## config.mk

```make
export PLATFORM = sky130hd
export DESIGN_NAME = cpu_bus_cycle_sequencer
export DESIGN_NICKNAME = d
export VERILOG_FILES = /design/src/hdl/cpu_bus_cycle_sequencer.v /design/src/hdl/opcode_classifier.v
export VERILOG_INCLUDE_DIRS = /design/src /design/src/shared
export SDC_FILE = /design/constraint.sdc
export NUM_CORES = 1
export LEC_CHECK = 0
export BUFFER_PORTS_ARGS = -buffer_cell sky130_fd_sc_hd__buf_2
export CORE_MARGIN = 2
export CORE_UTILIZATION = 51
export CTS_CLUSTER_DIAMETER = 100
export DETAILED_ROUTE_END_ITERATION = 12
export PLACE_DENSITY = 0.76
export SYNTH_ARGS = -nofsm -noshare
export SYNTH_HDL_FRONTEND = slang
export SYNTH_SLANG_ARGS = --single-unit
```

## constraint.sdc

```tcl
create_clock -name core_clk -period 3.4 [get_ports core_clk]
set_input_delay 0.17 -clock core_clk [delete_from_list [all_inputs] [get_ports core_clk]]
set_output_delay 0.17 -clock core_clk [all_outputs]
set_load 0.05 [all_outputs]
```

## src/shared/bus_seq_regs.vh

```
// bus cycle sequencer constants and contract list
// Contract
// - one bus cycle per step, dummies read ffff
// - extended address high then low byte
// - extended read-modify-write six cycles, dummy, write
// - extended operand_test six cycles, no write
// - extended word arithmetic reads high, low, dummy
// - prefixed extended word compare takes seven cycles
// - extended subroutine_call fetches target, reads first opcode
// - subroutine_call pushes return low, then high
// - indexed x: offset fetch, dummy, x plus offset
// - indexed jump_instruction three cycles, no operand
// - indexed eight-bit read four cycles
// - indexed read-modify-write six cycles
// - indexed operand_test six cycles, never writes
// - indexed accumulator store writes in cycle four
// - indexed word load five cycles, high then low
// - indexed load_y_index prefixed six cycles
// - indexed word store starts fetch, offset, dummy
// - indexed word store writes high then low
`ifndef BUS_SEQ_REGS_VH
`define BUS_SEQ_REGS_VH
`define DUMMY_ADDR 16'hFFFF
`define PAGE_PREFIX_18 8'h18
`define PAGE_PREFIX_1A 8'h1A
`define PAGE_PREFIX_CD 8'hCD
`define OPC_EXT_TEST 8'h7D
`define OPC_EXT_CALL 8'hBD
`define OPC_IDX_CALL 8'hAD
`define OPC_IDX_JUMP 8'h6E
`define OPC_IDX_TEST 8'h6D
`define OPC_IDX_LDY 8'hEE
`define OPC_EXT_CMPW 8'hB3
`define OPC_EXT_CMPY 8'hBC
`define RW_READ 1'b1
`define RW_WRITE 1'b0
// sequence classes
`define CLS_READ8 4'h0
`define CLS_RMW 4'h1
`define CLS_TEST 4'h2
`define CLS_WORD_ALU 4'h3
`define CLS_CALL 4'h4
`define CLS_JUMP 4'h5
`define CLS_STORE8 4'h6
`define CLS_LOAD16 4'h7
`define CLS_STORE16 4'h8
`define CLS_UNSUP 4'hF
`endif

```

## src/hdl/cpu_bus_cycle_sequencer.v

```verilog
// cycle-by-cycle bus sequencer for extended and indexed-x modes
`timescale 1ns/1ns
module cpu_bus_cycle_sequencer (
  input wire core_clk,
  input wire resetn,
  input wire [15:0] pc_start,
  input wire start,
  input wire [15:0] index_register_x,
  input wire [15:0] stack_ptr,
  input wire [7:0] acc_data,
  input wire [15:0] word_data,
  input wire [7:0] rmw_result,
  input wire [7:0] data_in,
  output reg [15:0] addr_bus,
  output reg rw_line,
  output reg [7:0] data_out,
  output reg data_oe,
  output reg busy,
  output reg done,
  output reg [7:0] opcode_q,
  output reg [15:0] operand_q,
  output reg [15:0] next_pc
);
`include "bus_seq_regs.vh"

  // ****************************************
  // states
  // ****************************************
  localparam ST_IDLE = 4'b0001;
  localparam ST_FETCH = 4'b0010;
  localparam ST_RUN = 4'b0100;
  localparam ST_DONE = 4'b1000;

  reg [3:0] state_ff;
  reg [3:0] nxt_state;
  reg [15:0] pc_ff;
  reg [15:0] nxt_pc;
  reg [7:0] opc_ff;
  reg [7:0] nxt_opc;
  reg prefix_ff;
  reg nxt_prefix;
  reg [7:0] page_ff;
  reg [7:0] nxt_page;
  reg [15:0] ea_ff;
  reg [15:0] nxt_ea;
  reg [2:0] step_ff;
  reg [2:0] nxt_step;
  reg [15:0] oper_ff;
  reg [15:0] nxt_oper;
  reg [15:0] ret_ff;
  reg [15:0] nxt_ret;

  // ****************************************
  // opcode decode
  // ****************************************
  // anything not extended runs the indexed-x step plan
  wire is_ext;
  wire [3:0] seq_class;

  opcode_classifier u_cls (
    .opcode(opc_ff),
    .prefixed(prefix_ff),
    .is_ext(is_ext),
    .is_idx(),
    .seq_class(seq_class)
  );

  // ****************************************
  // page prefix detection
  // ****************************************
  function is_prefix;
    input [7:0] b;
    begin
      is_prefix = (b == `PAGE_PREFIX_18) || (b == `PAGE_PREFIX_1A) || (b == `PAGE_PREFIX_CD);
    end
  endfunction

  // ****************************************
  // per-step bus plan
  // ****************************************
  // step counts from 0 after the opcode byte(s); pc_ff points past them
  reg [15:0] b_addr;
  reg b_rw;
  reg [7:0] b_dout;
  reg b_last;
  wire [15:0] idx_ea;

  // latched into ea_ff at step 0, so later operand reads cannot move it
  assign idx_ea = index_register_x + {8'h00, data_in};

  always @* begin
    b_addr = `DUMMY_ADDR;
    b_rw = `RW_READ;
    b_dout = 8'h00;
    b_last = 1'b0;
    if (is_ext) begin
      case (step_ff)
        3'd0: b_addr = pc_ff;
        3'd1: b_addr = pc_ff + 16'h0001;
        3'd2: begin
          b_addr = ea_ff;
          if (seq_class == `CLS_JUMP) begin
            b_last = 1'b1;
          end
          if (seq_class == `CLS_STORE8) begin
            b_rw = `RW_WRITE;
            b_dout = acc_data;
            b_last = 1'b1;
          end
          if (seq_class == `CLS_STORE16) begin
            b_rw = `RW_WRITE;
            b_dout = word_data[15:8];
          end
          if (seq_class == `CLS_READ8) begin
            b_last = 1'b1;
          end
        end
        3'd3: begin
          case (seq_class)
            `CLS_RMW, `CLS_TEST: b_addr = `DUMMY_ADDR;
            `CLS_CALL: begin
              b_addr = stack_ptr;
              b_rw = `RW_WRITE;
              b_dout = ret_ff[7:0];
            end
            `CLS_STORE16: begin
              b_addr = ea_ff + 16'h0001;
              b_rw = `RW_WRITE;
              b_dout = word_data[7:0];
              b_last = 1'b1;
            end
            `CLS_LOAD16: begin
              b_addr = ea_ff + 16'h0001;
              b_last = 1'b1;
            end
            default: b_addr = ea_ff + 16'h0001;
          endcase
        end
        3'd4: begin
          b_last = 1'b1;
          case (seq_class)
            `CLS_RMW: begin
              b_addr = ea_ff;
              b_rw = `RW_WRITE;
              b_dout = rmw_result;
            end
            `CLS_CALL: begin
              b_addr = stack_ptr - 16'h0001;
              b_rw = `RW_WRITE;
              b_dout = ret_ff[15:8];
            end
            default: b_addr = `DUMMY_ADDR;
          endcase
        end
        default: b_last = 1'b1;
      endcase
    end else begin
      case (step_ff)
        3'd0: b_addr = pc_ff;
        3'd1: begin
          b_addr = `DUMMY_ADDR;
          if (seq_class == `CLS_JUMP) begin
            b_last = 1'b1;
          end
        end
        3'd2: begin
          b_addr = ea_ff;
          case (seq_class)
            `CLS_READ8, `CLS_UNSUP: b_last = 1'b1;
            `CLS_STORE8: begin
              b_rw = `RW_WRITE;
              b_dout = acc_data;
              b_last = 1'b1;
            end
            `CLS_STORE16: begin
              b_rw = `RW_WRITE;
              b_dout = word_data[15:8];
            end
            default: b_rw = `RW_READ;
          endcase
        end
        3'd3: begin
          case (seq_class)
            `CLS_RMW, `CLS_TEST: b_addr = `DUMMY_ADDR;
            `CLS_STORE16: begin
              b_addr = ea_ff + 16'h0001;
              b_rw = `RW_WRITE;
              b_dout = word_data[7:0];
              b_last = 1'b1;
            end
            `CLS_CALL: begin
              b_addr = stack_ptr;
              b_rw = `RW_WRITE;
              b_dout = ret_ff[7:0];
            end
            default: begin
              b_addr = ea_ff + 16'h0001;
              b_last = (seq_class == `CLS_LOAD16);
            end
          endcase
        end
        3'd4: begin
          b_last = 1'b1;
          case (seq_class)
            `CLS_RMW: begin
              b_addr = ea_ff;
              b_rw = `RW_WRITE;
              b_dout = rmw_result;
            end
            `CLS_CALL: begin
              b_addr = stack_ptr - 16'h0001;
              b_rw = `RW_WRITE;
              b_dout = ret_ff[15:8];
            end
            default: b_addr = `DUMMY_ADDR;
          endcase
        end
        default: b_last = 1'b1;
      endcase
    end
  end

  // ****************************************
  // next state
  // ****************************************
  always @* begin
    nxt_state = state_ff;
    nxt_pc = pc_ff;
    nxt_opc = opc_ff;
    nxt_prefix = prefix_ff;
    nxt_page = page_ff;
    nxt_ea = ea_ff;
    nxt_step = step_ff;
    nxt_oper = oper_ff;
    nxt_ret = ret_ff;
    case (state_ff)
      ST_IDLE: begin
        if (start) begin
          nxt_state = ST_FETCH;
          nxt_pc = pc_start;
          nxt_prefix = 1'b0;
        end
      end
      ST_FETCH: begin
        nxt_pc = pc_ff + 16'h0001;
        nxt_step = 3'd0;
        if (!prefix_ff && is_prefix(data_in)) begin
          nxt_prefix = 1'b1;
          nxt_page = data_in;
        end else begin
          nxt_opc = data_in;
          nxt_state = ST_RUN;
        end
      end
      ST_RUN: begin
        nxt_step = step_ff + 3'd1;
        if (b_rw == `RW_READ && b_addr != `DUMMY_ADDR) begin
          if (step_ff == 3'd0) begin
            nxt_oper = {8'h00, data_in};
            nxt_ea = is_ext ? {data_in, 8'h00} : idx_ea;
          end else if (step_ff == 3'd1 && is_ext) begin
            nxt_ea = {ea_ff[15:8], data_in};
            nxt_ret = pc_ff + 16'h0002;
          end else begin
            nxt_oper = {oper_ff[7:0], data_in};
          end
        end
        if (step_ff == 3'd1 && !is_ext) begin
          nxt_ret = pc_ff + 16'h0001;
        end
        if (b_last) begin
          nxt_state = ST_DONE;
        end
      end
      ST_DONE: begin
        nxt_state = ST_IDLE;
      end
      default: nxt_state = ST_IDLE;
    endcase
  end

  // ****************************************
  // sequence control registers
  // ****************************************
  always @(posedge core_clk or negedge resetn) begin
    if (!resetn) begin
      state_ff <= ST_IDLE;
      pc_ff <= 16'h0000;
      prefix_ff <= 1'b0;
      page_ff <= 8'h00;
      step_ff <= 3'd0;
    end else begin
      state_ff <= nxt_state;
      pc_ff <= nxt_pc;
      prefix_ff <= nxt_prefix;
      page_ff <= nxt_page;
      step_ff <= nxt_step;
    end
  end

  // ****************************************
  // opcode and address registers
  // ****************************************
  always @(posedge core_clk or negedge resetn) begin
    if (!resetn) begin
      opc_ff <= 8'h00;
      ea_ff <= 16'h0000;
    end else begin
      opc_ff <= nxt_opc;
      ea_ff <= nxt_ea;
    end
  end

  // ****************************************
  // operand and return address registers
  // ****************************************
  always @(posedge core_clk or negedge resetn) begin
    if (!resetn) begin
      oper_ff <= 16'h0000;
      ret_ff <= 16'h0000;
    end else begin
      oper_ff <= nxt_oper;
      ret_ff <= nxt_ret;
    end
  end

  // ****************************************
  // bus outputs
  // ****************************************
  always @* begin
    addr_bus = pc_ff;
    rw_line = `RW_READ;
    data_out = 8'h00;
    data_oe = 1'b0;
    busy = (state_ff != ST_IDLE);
    done = (state_ff == ST_DONE);
    opcode_q = opc_ff;
    operand_q = oper_ff;
    next_pc = pc_ff;
    if (state_ff == ST_IDLE || state_ff == ST_DONE) begin
      addr_bus = `DUMMY_ADDR;
    end else if (state_ff == ST_RUN) begin
      addr_bus = b_addr;
      rw_line = b_rw;
      data_out = b_dout;
      data_oe = (b_rw == `RW_WRITE);
    end
  end
endmodule // cpu_bus_cycle_sequencer

```

## src/hdl/opcode_classifier.v

```verilog
// opcode to addressing mode and sequence class decoder
`timescale 1ns/1ns
module opcode_classifier (
  input wire [7:0] opcode,
  input wire prefixed,
  output reg is_ext,
  output reg is_idx,
  output reg [3:0] seq_class
);
`include "bus_seq_regs.vh"

  always @* begin
    is_ext = (opcode[7:4] == 4'h7) || (opcode[7:6] == 2'b10 && opcode[5:4] == 2'b11) ||
      (opcode[7:6] == 2'b11 && opcode[5:4] == 2'b11);
    is_idx = (opcode[7:4] == 4'h6) || (opcode[5:4] == 2'b10 && opcode[7] == 1'b1);
    seq_class = `CLS_UNSUP;
    if (opcode[7:4] == 4'h6 || opcode[7:4] == 4'h7) begin
      if (opcode[3:0] == 4'hD) begin
        seq_class = `CLS_TEST;
      end else if (opcode[3:0] == 4'hE) begin
        seq_class = `CLS_JUMP;
      end else begin
        seq_class = `CLS_RMW;
      end
    end else if (opcode[7]) begin
      case (opcode[3:0])
        4'h3, 4'hC: seq_class = `CLS_WORD_ALU;
        4'h7: seq_class = `CLS_STORE8;
        4'hD: seq_class = (opcode[6] || prefixed) ? `CLS_STORE16 : `CLS_CALL;
        4'hE: seq_class = opcode[6] ? `CLS_LOAD16 : (prefixed ? `CLS_LOAD16 : `CLS_LOAD16);
        4'hF: seq_class = `CLS_STORE16;
        default: seq_class = `CLS_READ8;
      endcase
      if (opcode[3:0] == 4'hC && opcode[6]) begin
        seq_class = `CLS_LOAD16;
      end
    end
  end
endmodule // opcode_classifier

```

# Word-level counts from Yosys, hierarchy flattened
# Cells that the tools add are included.
# op_classes
n_addsub	6
eq_ne	38
muxes	64
bitwise	2
reduce_logical	40
# op_table
op	n
16-bit two-way mux	12
16-bit case mux with 2 select lines	3
16-bit case mux with 5 select lines	1
16-bit case mux with 4 select lines	1
8-bit two-way mux	6
8-bit case mux with 2 select lines	3
8-bit case mux with 3 select lines	2
16-bit by 1-bit adder with 16-bit output, second input constant	2
4-bit by 3-bit equality test with 1-bit output, second input constant	8
4-bit equality test, second input constant	7
4-bit two-way mux	7
4-bit case mux with 5 select lines	1
1-bit two-way mux	18
16-bit by 2-bit adder with 16-bit output, second input constant	1
16-bit by 8-bit adder with 16-bit output	1
8-bit by 5-bit equality test with 1-bit output, second input constant	2
16-bit inequality test, second input constant	1
16-bit by 1-bit subtractor with 16-bit output, second input constant	1
3-bit AND reduction	5
2-bit OR reduction	7
4-bit by 2-bit equality test with 1-bit output, second input constant	3
4-bit case mux with 3 select lines	1
2-bit inequality test, second input constant	5
2-bit nonzero test	5
23 further kinds	47
# totals
regBits	80
input_bits	91
out_inout_bits	68
elab_cells	159

# Depth between registers and ports, before layout
# Gate-level depths: netlist (run 1).
# logic_depth
word_depth	15
ltp_mapped	14
ltp_nobuf	11

# Modules after synthesis
# Synthesis (run 1) repeated with hierarchy kept, for this count alone.
# unflattened
hier_cells	887
area_unflattened_um2	7484.7
# by_module_without_submodules
mod	instances	cells_each	area_per_inst_um2	seq_area_each_um2
cpu_bus_cycle_sequencer	1	863	7319.5	2003.2
opcode_classifier	1	24	165.2	0.0

# Worst setup path after synthesis (run 1)
# Ideal clock, no wire load.
# synth_path
kind	reg-to-reg
start	register opc_ff[6], in the netlist opcode_q[6]
end	register ret_ff[10]
setup_ns	0.125
arrival_ns	3.417
required_time_ns	3.275
path_slack_ns	-0.142
path_stages_with_launch	14
path_buffers	4
period_less_slack_ns	3.542
path_cell_list	dfrtp_1 > buf_2 > or4b_4 > buf_6 > nor3_2 > buf_4 > a221oi_1 > o21ai_0 > nor3_1 > nor4_2 > nand4_4 > a21oi_4 > buf_6 > mux2_2
# synth_via
elab_chain_len	15
elab_cells_between_ends	48
cone_classes	eq/ne: 11; mux: 19; reduce/logical: 18
# synth_lines
element	line_no	source
start, declared	cpu_bus_cycle_sequencer.v:38	reg [7:0] opc_ff;
start signal, assigned	cpu_bus_cycle_sequencer.v:309	opc_ff <= nxt_opc;
1-bit logical OR	opcode_classifier.v:29	4'hD: seq_class = (opcode[6] || prefixed) ? `CLS_STORE16 : `CLS_CALL;
4-bit two-way mux (no source line)	n/a	
4-bit case mux with 5 select lines	opcode_classifier.v:26	case (opcode[3:0])
4-bit two-way mux	opcode_classifier.v:34	if (opcode[3:0] == 4'hC && opcode[6]) begin
4-bit two-way mux	opcode_classifier.v:25	end else if (opcode[7]) begin
4-bit two-way mux	opcode_classifier.v:17	if (opcode[7:4] == 4'h6 || opcode[7:4] == 4'h7) begin
4-bit by 1-bit equality test with 1-bit output / 4-bit by 2-bit equality test with 1-bit output (equally long branches)	n/a	
2-bit OR reduction	n/a	
16-bit case mux with 2 select lines	cpu_bus_cycle_sequencer.v:183	case (seq_class)
16-bit case mux with 5 select lines / 16-bit case mux with 4 select lines (equally long branches)	cpu_bus_cycle_sequencer.v:97, cpu_bus_cycle_sequencer.v:158	
16-bit two-way mux	cpu_bus_cycle_sequencer.v:96	if (is_ext) begin
16-bit inequality test (no source line)	n/a	
1-bit logical AND (no source line)	n/a	
2-bit nonzero test (no source line)	n/a	
4-bit AND reduction (no source line)	n/a	
end signal, assigned	cpu_bus_cycle_sequencer.v:323	ret_ff <= nxt_ret;
end, declared	cpu_bus_cycle_sequencer.v:50	reg [15:0] ret_ff;
# Parallel ways exist; a longest one is shown, timed or not.
# A chain may end at the register's enable or synchronous reset.

# Final worst setup path (run 1)
# layout_path
start	register pc_ff[4], in the netlist next_pc[4]
end	output addr_bus[14]
# layout_via
elab_chain_len	5
# layout_lines
element	line_no	source
start, declared	cpu_bus_cycle_sequencer.v:36	reg [15:0] pc_ff;
start signal, assigned	cpu_bus_cycle_sequencer.v:294	pc_ff <= nxt_pc;
16-bit by 1-bit adder with 16-bit output	cpu_bus_cycle_sequencer.v:99	3'd1: b_addr = pc_ff + 16'h0001;
16-bit case mux with 5 select lines	cpu_bus_cycle_sequencer.v:97	case (step_ff)
16-bit two-way mux	cpu_bus_cycle_sequencer.v:96	
16-bit two-way mux	cpu_bus_cycle_sequencer.v:342	end else if (state_ff == ST_RUN) begin
16-bit two-way mux	cpu_bus_cycle_sequencer.v:340	if (state_ff == ST_IDLE || state_ff == ST_DONE) begin
end, declared	cpu_bus_cycle_sequencer.v:14	output reg [15:0] addr_bus,
# Every way passes these cells.

==> key figures, run 1 <==
CTS
  – CTS tree: built
  – Clock Sinks: 80
  – Clock transition at the registers of the reported paths: 0.06 ns
  – Clock Path Buffers: 2
  – Root buf cell: clkbuf_16
  – CTS buffer count: 9
  – Number of H-tree levels: 3
  – Skew-Pair Late Insertion Delay: 0.36 ns

Power
  – Net Sw Frac: 54.8%
  – P_sw: 5.20 mW
  – Tot Pwr: 9.49 mW
  – Sequential group share of total power: 19.0%
  – Peak VDD IR: 0.791 mV
  – Comb power frac: 70.4%
  – P per Cell Area: 981 nW/um2
  – Clock power share: 10.7%
  – Static Leakage: 4.46 nW
  – Power Internal: 4.29 mW

Final layout
  – Final net count: 1258
  – Diodes inserted: 0
  – Final std cells w/o fill: 1334
  – Final core utilization: 69.5%
  – Layout cells sized above 1: 35.5%
  – Post-Layout Inst Area: 9680 um2
  – # fillers: 1168
  – Syn-to-layout area delta: 32.3%

Place
  – Port buffer count: 158
  – Pre-CTS WS: -0.0660 ns
  – DP Area: 9170 um2
  – Placed Cells: 1310
  – RD Place Congestion: 1.02
  – Post-DP HPWL: 23.4 mm

GRT
  – GR Overflow Total: 0
  – Number of global-route vias before repair: 7708
  – Antenna violations before repair: 0
  – First-pass GRT wire length: 44.8 mm
  – Pin count of the biggest net entering global routing: 62
  – GRT Util Overall: 39.5%

Synth
  – Largest area contributor in the netlist: dfrtp_1
  – Synth top cells by count: 98 x nand2_1, 79 x dfrtp_1, 67 x nor2_1
  – Synth Area in Simple Gates: 24.4%
  – Synth unique cells: 87
  – Synth Area per Inst: 8.13 um2
  – Most frequent cell after synthesis: nand2_1
  – Adder-Cell Fraction of Synth Area: 3.18%
  – Syn Inst Count: 900
  – Number of flops mapped to enable cells by yosys: 0
  – Largest family of logic cells by synthesized area: compound AO/OA/AOI/OAI gates
  – Sequential share of the synthesized area: 27.4%
  – Syn Nets: 1009
  – Share of the synthesized area in the top cell type: 27.0%
  – Cell area after synthesis: 7320 um2
  – Synth Area in Compound Gates: 26.2%
  – Main synth FF type: dfrtp_1
  – Top post-synthesis cells by area: dfrtp_1 27%, mux2_2 5.1%, nand2_1 5.0%
  – Multiplexer share of the synthesized area: 8.29%
  – Yosys reg bits: 80
  – Yosys Warn Count: 0
  – Async SR Flop Fraction: 100%
  – Synth Area in XOR/XNOR: 5.15%

Floorplanning
  – Core area: 13900 um2
  – Horiz. Die Dim: 124 um
  – Row count: 43
  – Initial Utilization: 52.5%
  – Die Ht: 124 um
  – Die area: 15300 um2
  – Ports: 159

Setup path
  – FF-to-FF path depth: 14
  – Crit. End Element: output pin
  – CP arrival: 3.30 ns
  – Startpoint class of the critical path: flop
  – CP max FO: 7
  – Setup CP Type: flop to output pin
  – Reg2reg start: step_ff[1]$_DFFE_PN0P_
  – Reg2reg end: operand_q[4]$_DFFE_PN0P_
  – Crit path required time: 3.23 ns
  – Worst R2R Setup Slack: 0.02 ns

STA
  – Fin crit period: 3.47 ns
  – Worst Skew: 0.0101 ns
  – Peak Freq: 288 MHz
  – Unrepaired setup endpoints after global routing: true
  – Slew HR: 45.5%
  – Fin Hold WS: 0.0556 ns
  – Final Setup Violations: 1
  – Final WS setup: -0.0730 ns
  – Max-slew violations: 0
  – Slew of the pin with the lowest slew margin: 0.816 ns
  – Period utilization: 102%
  – Hold Violations, Final: 0
  – Setup TNS: -0.0730 ns

Route
  – DRT iter0 DRCs: 1103
  – Vias per cell: 6.63
  – Final wirelength: 30.7 mm
  – Routed WL per cell: 23.0 um
  – TritonRoute pass-1 iters: 7
  – DRC Markers: 0
  – Via count: 8846
  – DRT antenna net count: 0

Job
  – Maximum Capacitance Violations: 0

Worst hold path
  – Min-delay src: pc_start[1]
  – Worst Hold End: next_pc[1]$_DFFE_PN0P_
  – Hold path cells: 3
  – Worst Hold Class: input pin to flop

Outcome
  – Status: finished with violations
  – Failing checks: setup timing
-- placed cells by master, fill, tap and decap left out, types with 16 or more instances in the layout --
master	netlist	final
nand3_1	35	35
a21oi_1	65	65
mux2_2	33	32
nand2_1	98	98
buf_4	1	137
buf_2	11	157
dfrtp_1	79	69
xnor2_1	22	22
a22o_1	21	20
inv_1	31	29
nor2_1	67	67
nor3_1	17	16
o21ai_0	46	45
o211ai_1	19	19
xor2_1	21	21
mux2i_1	16	16
-- worst max-delay path by stage --
stage / start / endpoint / cells after the start
after floorplan: opcode_q[6]$_DFFE_PN0P_ / ret_ff[10]$_DFFE_PN0P_ / 13
after global placement: stack_ptr[0] / ret_ff[3]$_DFFE_PN0P_ / 13
after detailed placement: stack_ptr[0] / ret_ff[1]$_DFFE_PN0P_ / 13
after CTS: step_ff[0]$_DFFE_PN0P_ / operand_q[8]$_DFFE_PN0P_ / 13
after global routing: step_ff[1]$_DFFE_PN0P_ / operand_q[1]$_DFFE_PN0P_ / 14
final: next_pc[4]$_DFFE_PN0P_ / addr_bus[14] / 8
-- what timing repair did --
item                                   in CTS  in global routing
resized for setup                           1                 23
cloned                                      0                  1
buffers inserted                            0                  5
hold buffers                                2                  0
setup endpoints to repair                   7                 51
pin swaps                                   0                  6
endpoints found under the hold margin      61                  0
-- critical path, stage by stage (launching register included) --
cell and delay (ns):
dfrtp_1 0.49, nand4_1 0.33, nor4_2 0.59, mux2i_1 0.40
o211ai_1 0.17, buf_4 0.17, nor3_1 0.30, o21ai_0 0.23
buf_2 0.26
-- sequential cells by signal, indices dropped and copies added (netlist names) --
name and flops:
prefix_ff 1, state_ff 4, step_ff 3, next_pc 16
ret_ff 16, opcode_q 8, ea_ff 16, operand_q 16
-- metal layers --
metal | vias to the layer above | wire length [um] | global-route usage (%)
met5 | - | 0 | 0
met3 | 119 | 3730 | 11.6
met4 | 0 | 1420 | 17.4
met1 | 4193 | 12400 | 55.0
met2 | 638 | 13100 | 56.6
li1 | 3896 | - | -
-- power groups by stage --
stage / clock network, mW / logic, mW / registers (mW)
after CTS: 1.01 / 6.32 / 1.77
final: 1.01 / 6.68 / 1.80
after detailed placement: 0 / 6.27 / 1.79
after global placement: 0 / 6.26 / 1.77
after floorplan: 0 / 3.20 / 2.46
after global routing: 1.05 / 7.00 / 1.85
-- cell type report --
cell class	instances	area, um2	area share (%)
Clock inverter	7	77.6	0.801
Sequential cell	80	2020	20.8
Clock buffer	9	225	2.33
Timing Repair Buffer	302	1950	20.1
Inverter	31	116	1.20
Multi-Input combinational cell	725	5080	52.4
Tap cell	180	225	2.33
-- kinds of logic (layout without fill, tap and decap cells) --
family / Yosys count / in the layout
AO/OA/AOI/OAI: 277 / 278
flip-flops: 80 / 80
XOR/XNOR: 43 / 43
AND/OR/NAND/NOR: 331 / 331
buffers and inverters: 96 / 349
multiplexers: 55 / 55
adder cells (fa/ha/maj): 18 / 18
(Power assumes the default switching activity.)
==> inputs of run 2 (changes only) <==
--- a/config.mk
+++ b/config.mk
@@ -8,10 +8,10 @@
 export LEC_CHECK = 0
 export BUFFER_PORTS_ARGS = -buffer_cell sky130_fd_sc_hd__buf_2
 export CORE_MARGIN = 2
-export CORE_UTILIZATION = 51
+export CORE_UTILIZATION = 50
 export CTS_CLUSTER_DIAMETER = 100
 export DETAILED_ROUTE_END_ITERATION = 12
-export PLACE_DENSITY = 0.76
+export PLACE_DENSITY = 0.74
 export SYNTH_ARGS = -nofsm -noshare
 export SYNTH_HDL_FRONTEND = slang
 export SYNTH_SLANG_ARGS = --single-unit
==> run 2 against run 1 <==
  * The flow finishes with violations (hold timing)
  * First-iteration DRC count is 5.3% higher
  * Critical path depth rose by 6
  * Worst hold slack worse by 0.060 ns
  * Critical endpoint is now ret_ff[2]$_DFFE_PN0P_
  * Highest routed layer unchanged
==> key figures, run 2 (synthesis gave the netlist of run 1 again) <==
Outcome
  – Status: finished with violations
  – Failing checks: hold timing

Route
  – TritonRoute pass-1 iters: 6 (-1)
  – Final wirelength: 30.7 mm (+0.14%)
  – DRT iter0 DRCs: 1161 (+5.3%)
  – Via count: 8653 (-2.2%)
  – Routed WL per cell: 22.5 um (-1.9%)
  – Vias per cell: 6.35 (-4.2%)
  – DRC Markers: 0 (unchanged)
  – DRT antenna net count: 0 (unchanged)

GRT
  – Antenna violations before repair: 0 (unchanged)
  – First-pass GRT wire length: 46.9 mm (+4.7%)
  – Pin count of the biggest net entering global routing: 81 (+31%)
  – GRT Util Overall: 38.6% (-0.89 points)
  – Number of global-route vias before repair: 8187 (+6.2%)
  – GR Overflow Total: 0 (unchanged)

STA
  – Period utilization: 99.6% (-2.6 points)
  – Setup TNS: 0 ns (+0.0730 ns)
  – Slew of the pin with the lowest slew margin: 1.09 ns (+0.276 ns)
  – Slew HR: 26.9% (-19 points)
  – Fin Hold WS: -0.00463 ns (-0.0602 ns)
  – Hold Violations, Final: 1 (+1)
  – Final Setup Violations: 0 (-1)
  – Worst Skew: 0.0125 ns (+0.00244 ns)
  – Final WS setup: 0.0150 ns (+0.0880 ns)
  – Peak Freq: 295 MHz (+2.6%)
  – Max-slew violations: 0 (unchanged)
  – Fin crit period: 3.38 ns (-0.0880 ns)

CTS
  – Number of H-tree levels: 3 (unchanged)
  – Root buf cell: clkbuf_16
  – CTS buffer count: 9 (unchanged)
  – Clock transition at the registers of the reported paths: 0.07 ns (about the same)
  – Clock Sinks: 80 (unchanged)
  – Clock Path Buffers: 2 (unchanged)
  – CTS tree: built
  – Skew-Pair Late Insertion Delay: 0.36 ns (about the same)

Job
  – Maximum Capacitance Violations: 0 (unchanged)

Final layout
  – Layout cells sized above 1: 37.4% (+1.8 points)
  – Final std cells w/o fill: 1362 (+2.1%)
  – Commonest non-fill, non-tap cells in the layout: 167 x buf_4, 156 x buf_2, 98 x nand2_1, 69 x dfrtp_1, 67 x nor2_1
  – Most common cell after layout, fill and taps aside: buf_4
  – Diodes inserted: 0 (unchanged)
  – Syn-to-layout area delta: 35.0%
  – Final net count: 1282 (+1.9%)

Power
  – Power Internal: 4.47 mW (+4.1%)
  – P_sw: 5.17 mW (-0.66%)
  – Sequential group share of total power: 18.6% (-0.4 points)
  – Clock power share: 10.9% (+0.2 points)
  – P per Cell Area: 975 nW/um2 (-0.53%)
  – Net Sw Frac: 53.6% (-1.2 points)
  – Peak VDD IR: 0.775 mV (-2.0%)
  – Static Leakage: 4.58 nW (+2.7%)
  – Comb power frac: 70.5% (about the same)

Worst hold path
  – Worst Hold Class: input pin to asynchronous set/reset pin

Place
  – Placed Cells: 1341 (+2.4%)
  – RD Place Congestion: 1.08 (+5.8%)
  – Port buffer count: 158 (unchanged)
  – Pre-CTS WS: -0.0828 ns (-0.0168 ns)
  – Post-DP HPWL: 24.1 mm (+2.9%)

Setup path
  – Crit. End Element: flop
  – FF-to-FF path depth: 14 (unchanged)
  – CP max FO: 6 (-1)
  – CP arrival: 3.61 ns (+0.31 ns)
  – Startpoint class of the critical path: flop
  – Crit path required time: 3.63 ns (+0.40 ns)
  – Setup CP Type: flop to flop

Floorplanning
  – Horiz. Die Dim: 125 um (+0.96%)
  – Row count: 44 (+2.3%)
  – Die area: 15600 um2 (+1.9%)
  – Initial Utilization: 50.7% (-1.8 points)
  – Die Ht: 125 um (+0.96%)
  – Ports: 159 (unchanged)
  – Core area: 14400 um2 (+3.5%)
-- run 2: critical path, cell delays in order (launching register included) --
cell,delay (ns)
dfrtp_2,0.44
buf_4,0.18
xor2_2,0.20
buf_4,0.15
a22oi_1,0.37
o22ai_1,0.19
buf_4,0.21
a211o_1,0.32
nor3_4,0.27
nor4_4,0.06
nand4_4,0.15
buf_4,0.17
a211oi_1,0.07
buf_4,0.16
a311o_1,0.32
-- run 2: power by group through the flow --
stage	Clock, mW	Combinational [mW]	Sequential [mW]
6_report	1.05	6.79	1.80
5_1_grt	1.10	7.17	1.84
4_1_cts	1.06	6.47	1.77
3_5_place_dp	0	6.43	1.78
3_3_place_gp	0	6.38	1.77
2_1_floorplan	0	3.20	2.46
-- run 2: what timing repair did --
item / in CTS / in global routing
hold buffers: 1 / 0
setup buffers: 0 / 4
endpoints found under the hold margin: 1 / 0
pin swaps: 1 / 7
gates resized for setup: 4 / 29
setup endpoints to repair: 35 / 51
-- run 2: metal layers --
metal,wire (um),track usage [%]
met1,12900,55.0
met2,13400,58.0
met3,3230,7.92
met4,1160,14.6
met5,0,0
-- run 2: area by class of cell --
type	instances	area (um2)
tap	184	230
clock buffer	11	233
multi-input combinational	724	5110
fill	1246	4540
sequential	80	2020
timing repair buffer	327	2100
clock inverter	5	81.3
inverter	31	116
-- run 2: through the flow --
stage / power, mW / instance area (um2) / hold WS [ns] / utilization (%)
final: 9.64 / 9880 / -0.00463 / 68.5
after global routing: 10.1 / 9880 / 0.0759 / 68.5
after CTS: 9.29 / 9710 / 0.0421 / 67.3
after detailed placement: 8.21 / 9360 / 0.348 / 64.9
after global placement: 8.15 / 9360 / 0.342 / 64.9
after floorplan: 5.66 / 7370 / -0.126 / -
-- run 2: path summary, 6_finish.rpt --
path | startpoint | endpoint | slack, ns
max in group asynchronous | resetn | step_ff[0]$_DFFE_PN0P_ | 2.65
min reg2reg | ret_ff[11]$_DFFE_PN0P_ | ret_ff[11]$_DFFE_PN0P_ | 0.49
max reg2reg | opcode_q[1]$_DFFE_PN0P_ | ret_ff[2]$_DFFE_PN0P_ | 0.02
max | opcode_q[1]$_DFFE_PN0P_ | ret_ff[2]$_DFFE_PN0P_ | 0.02
min | resetn | operand_q[13]$_DFFE_PN0P_ | -0.005
min in group core_clk | pc_start[0] | next_pc[0]$_DFFE_PN0P_ | 0.06
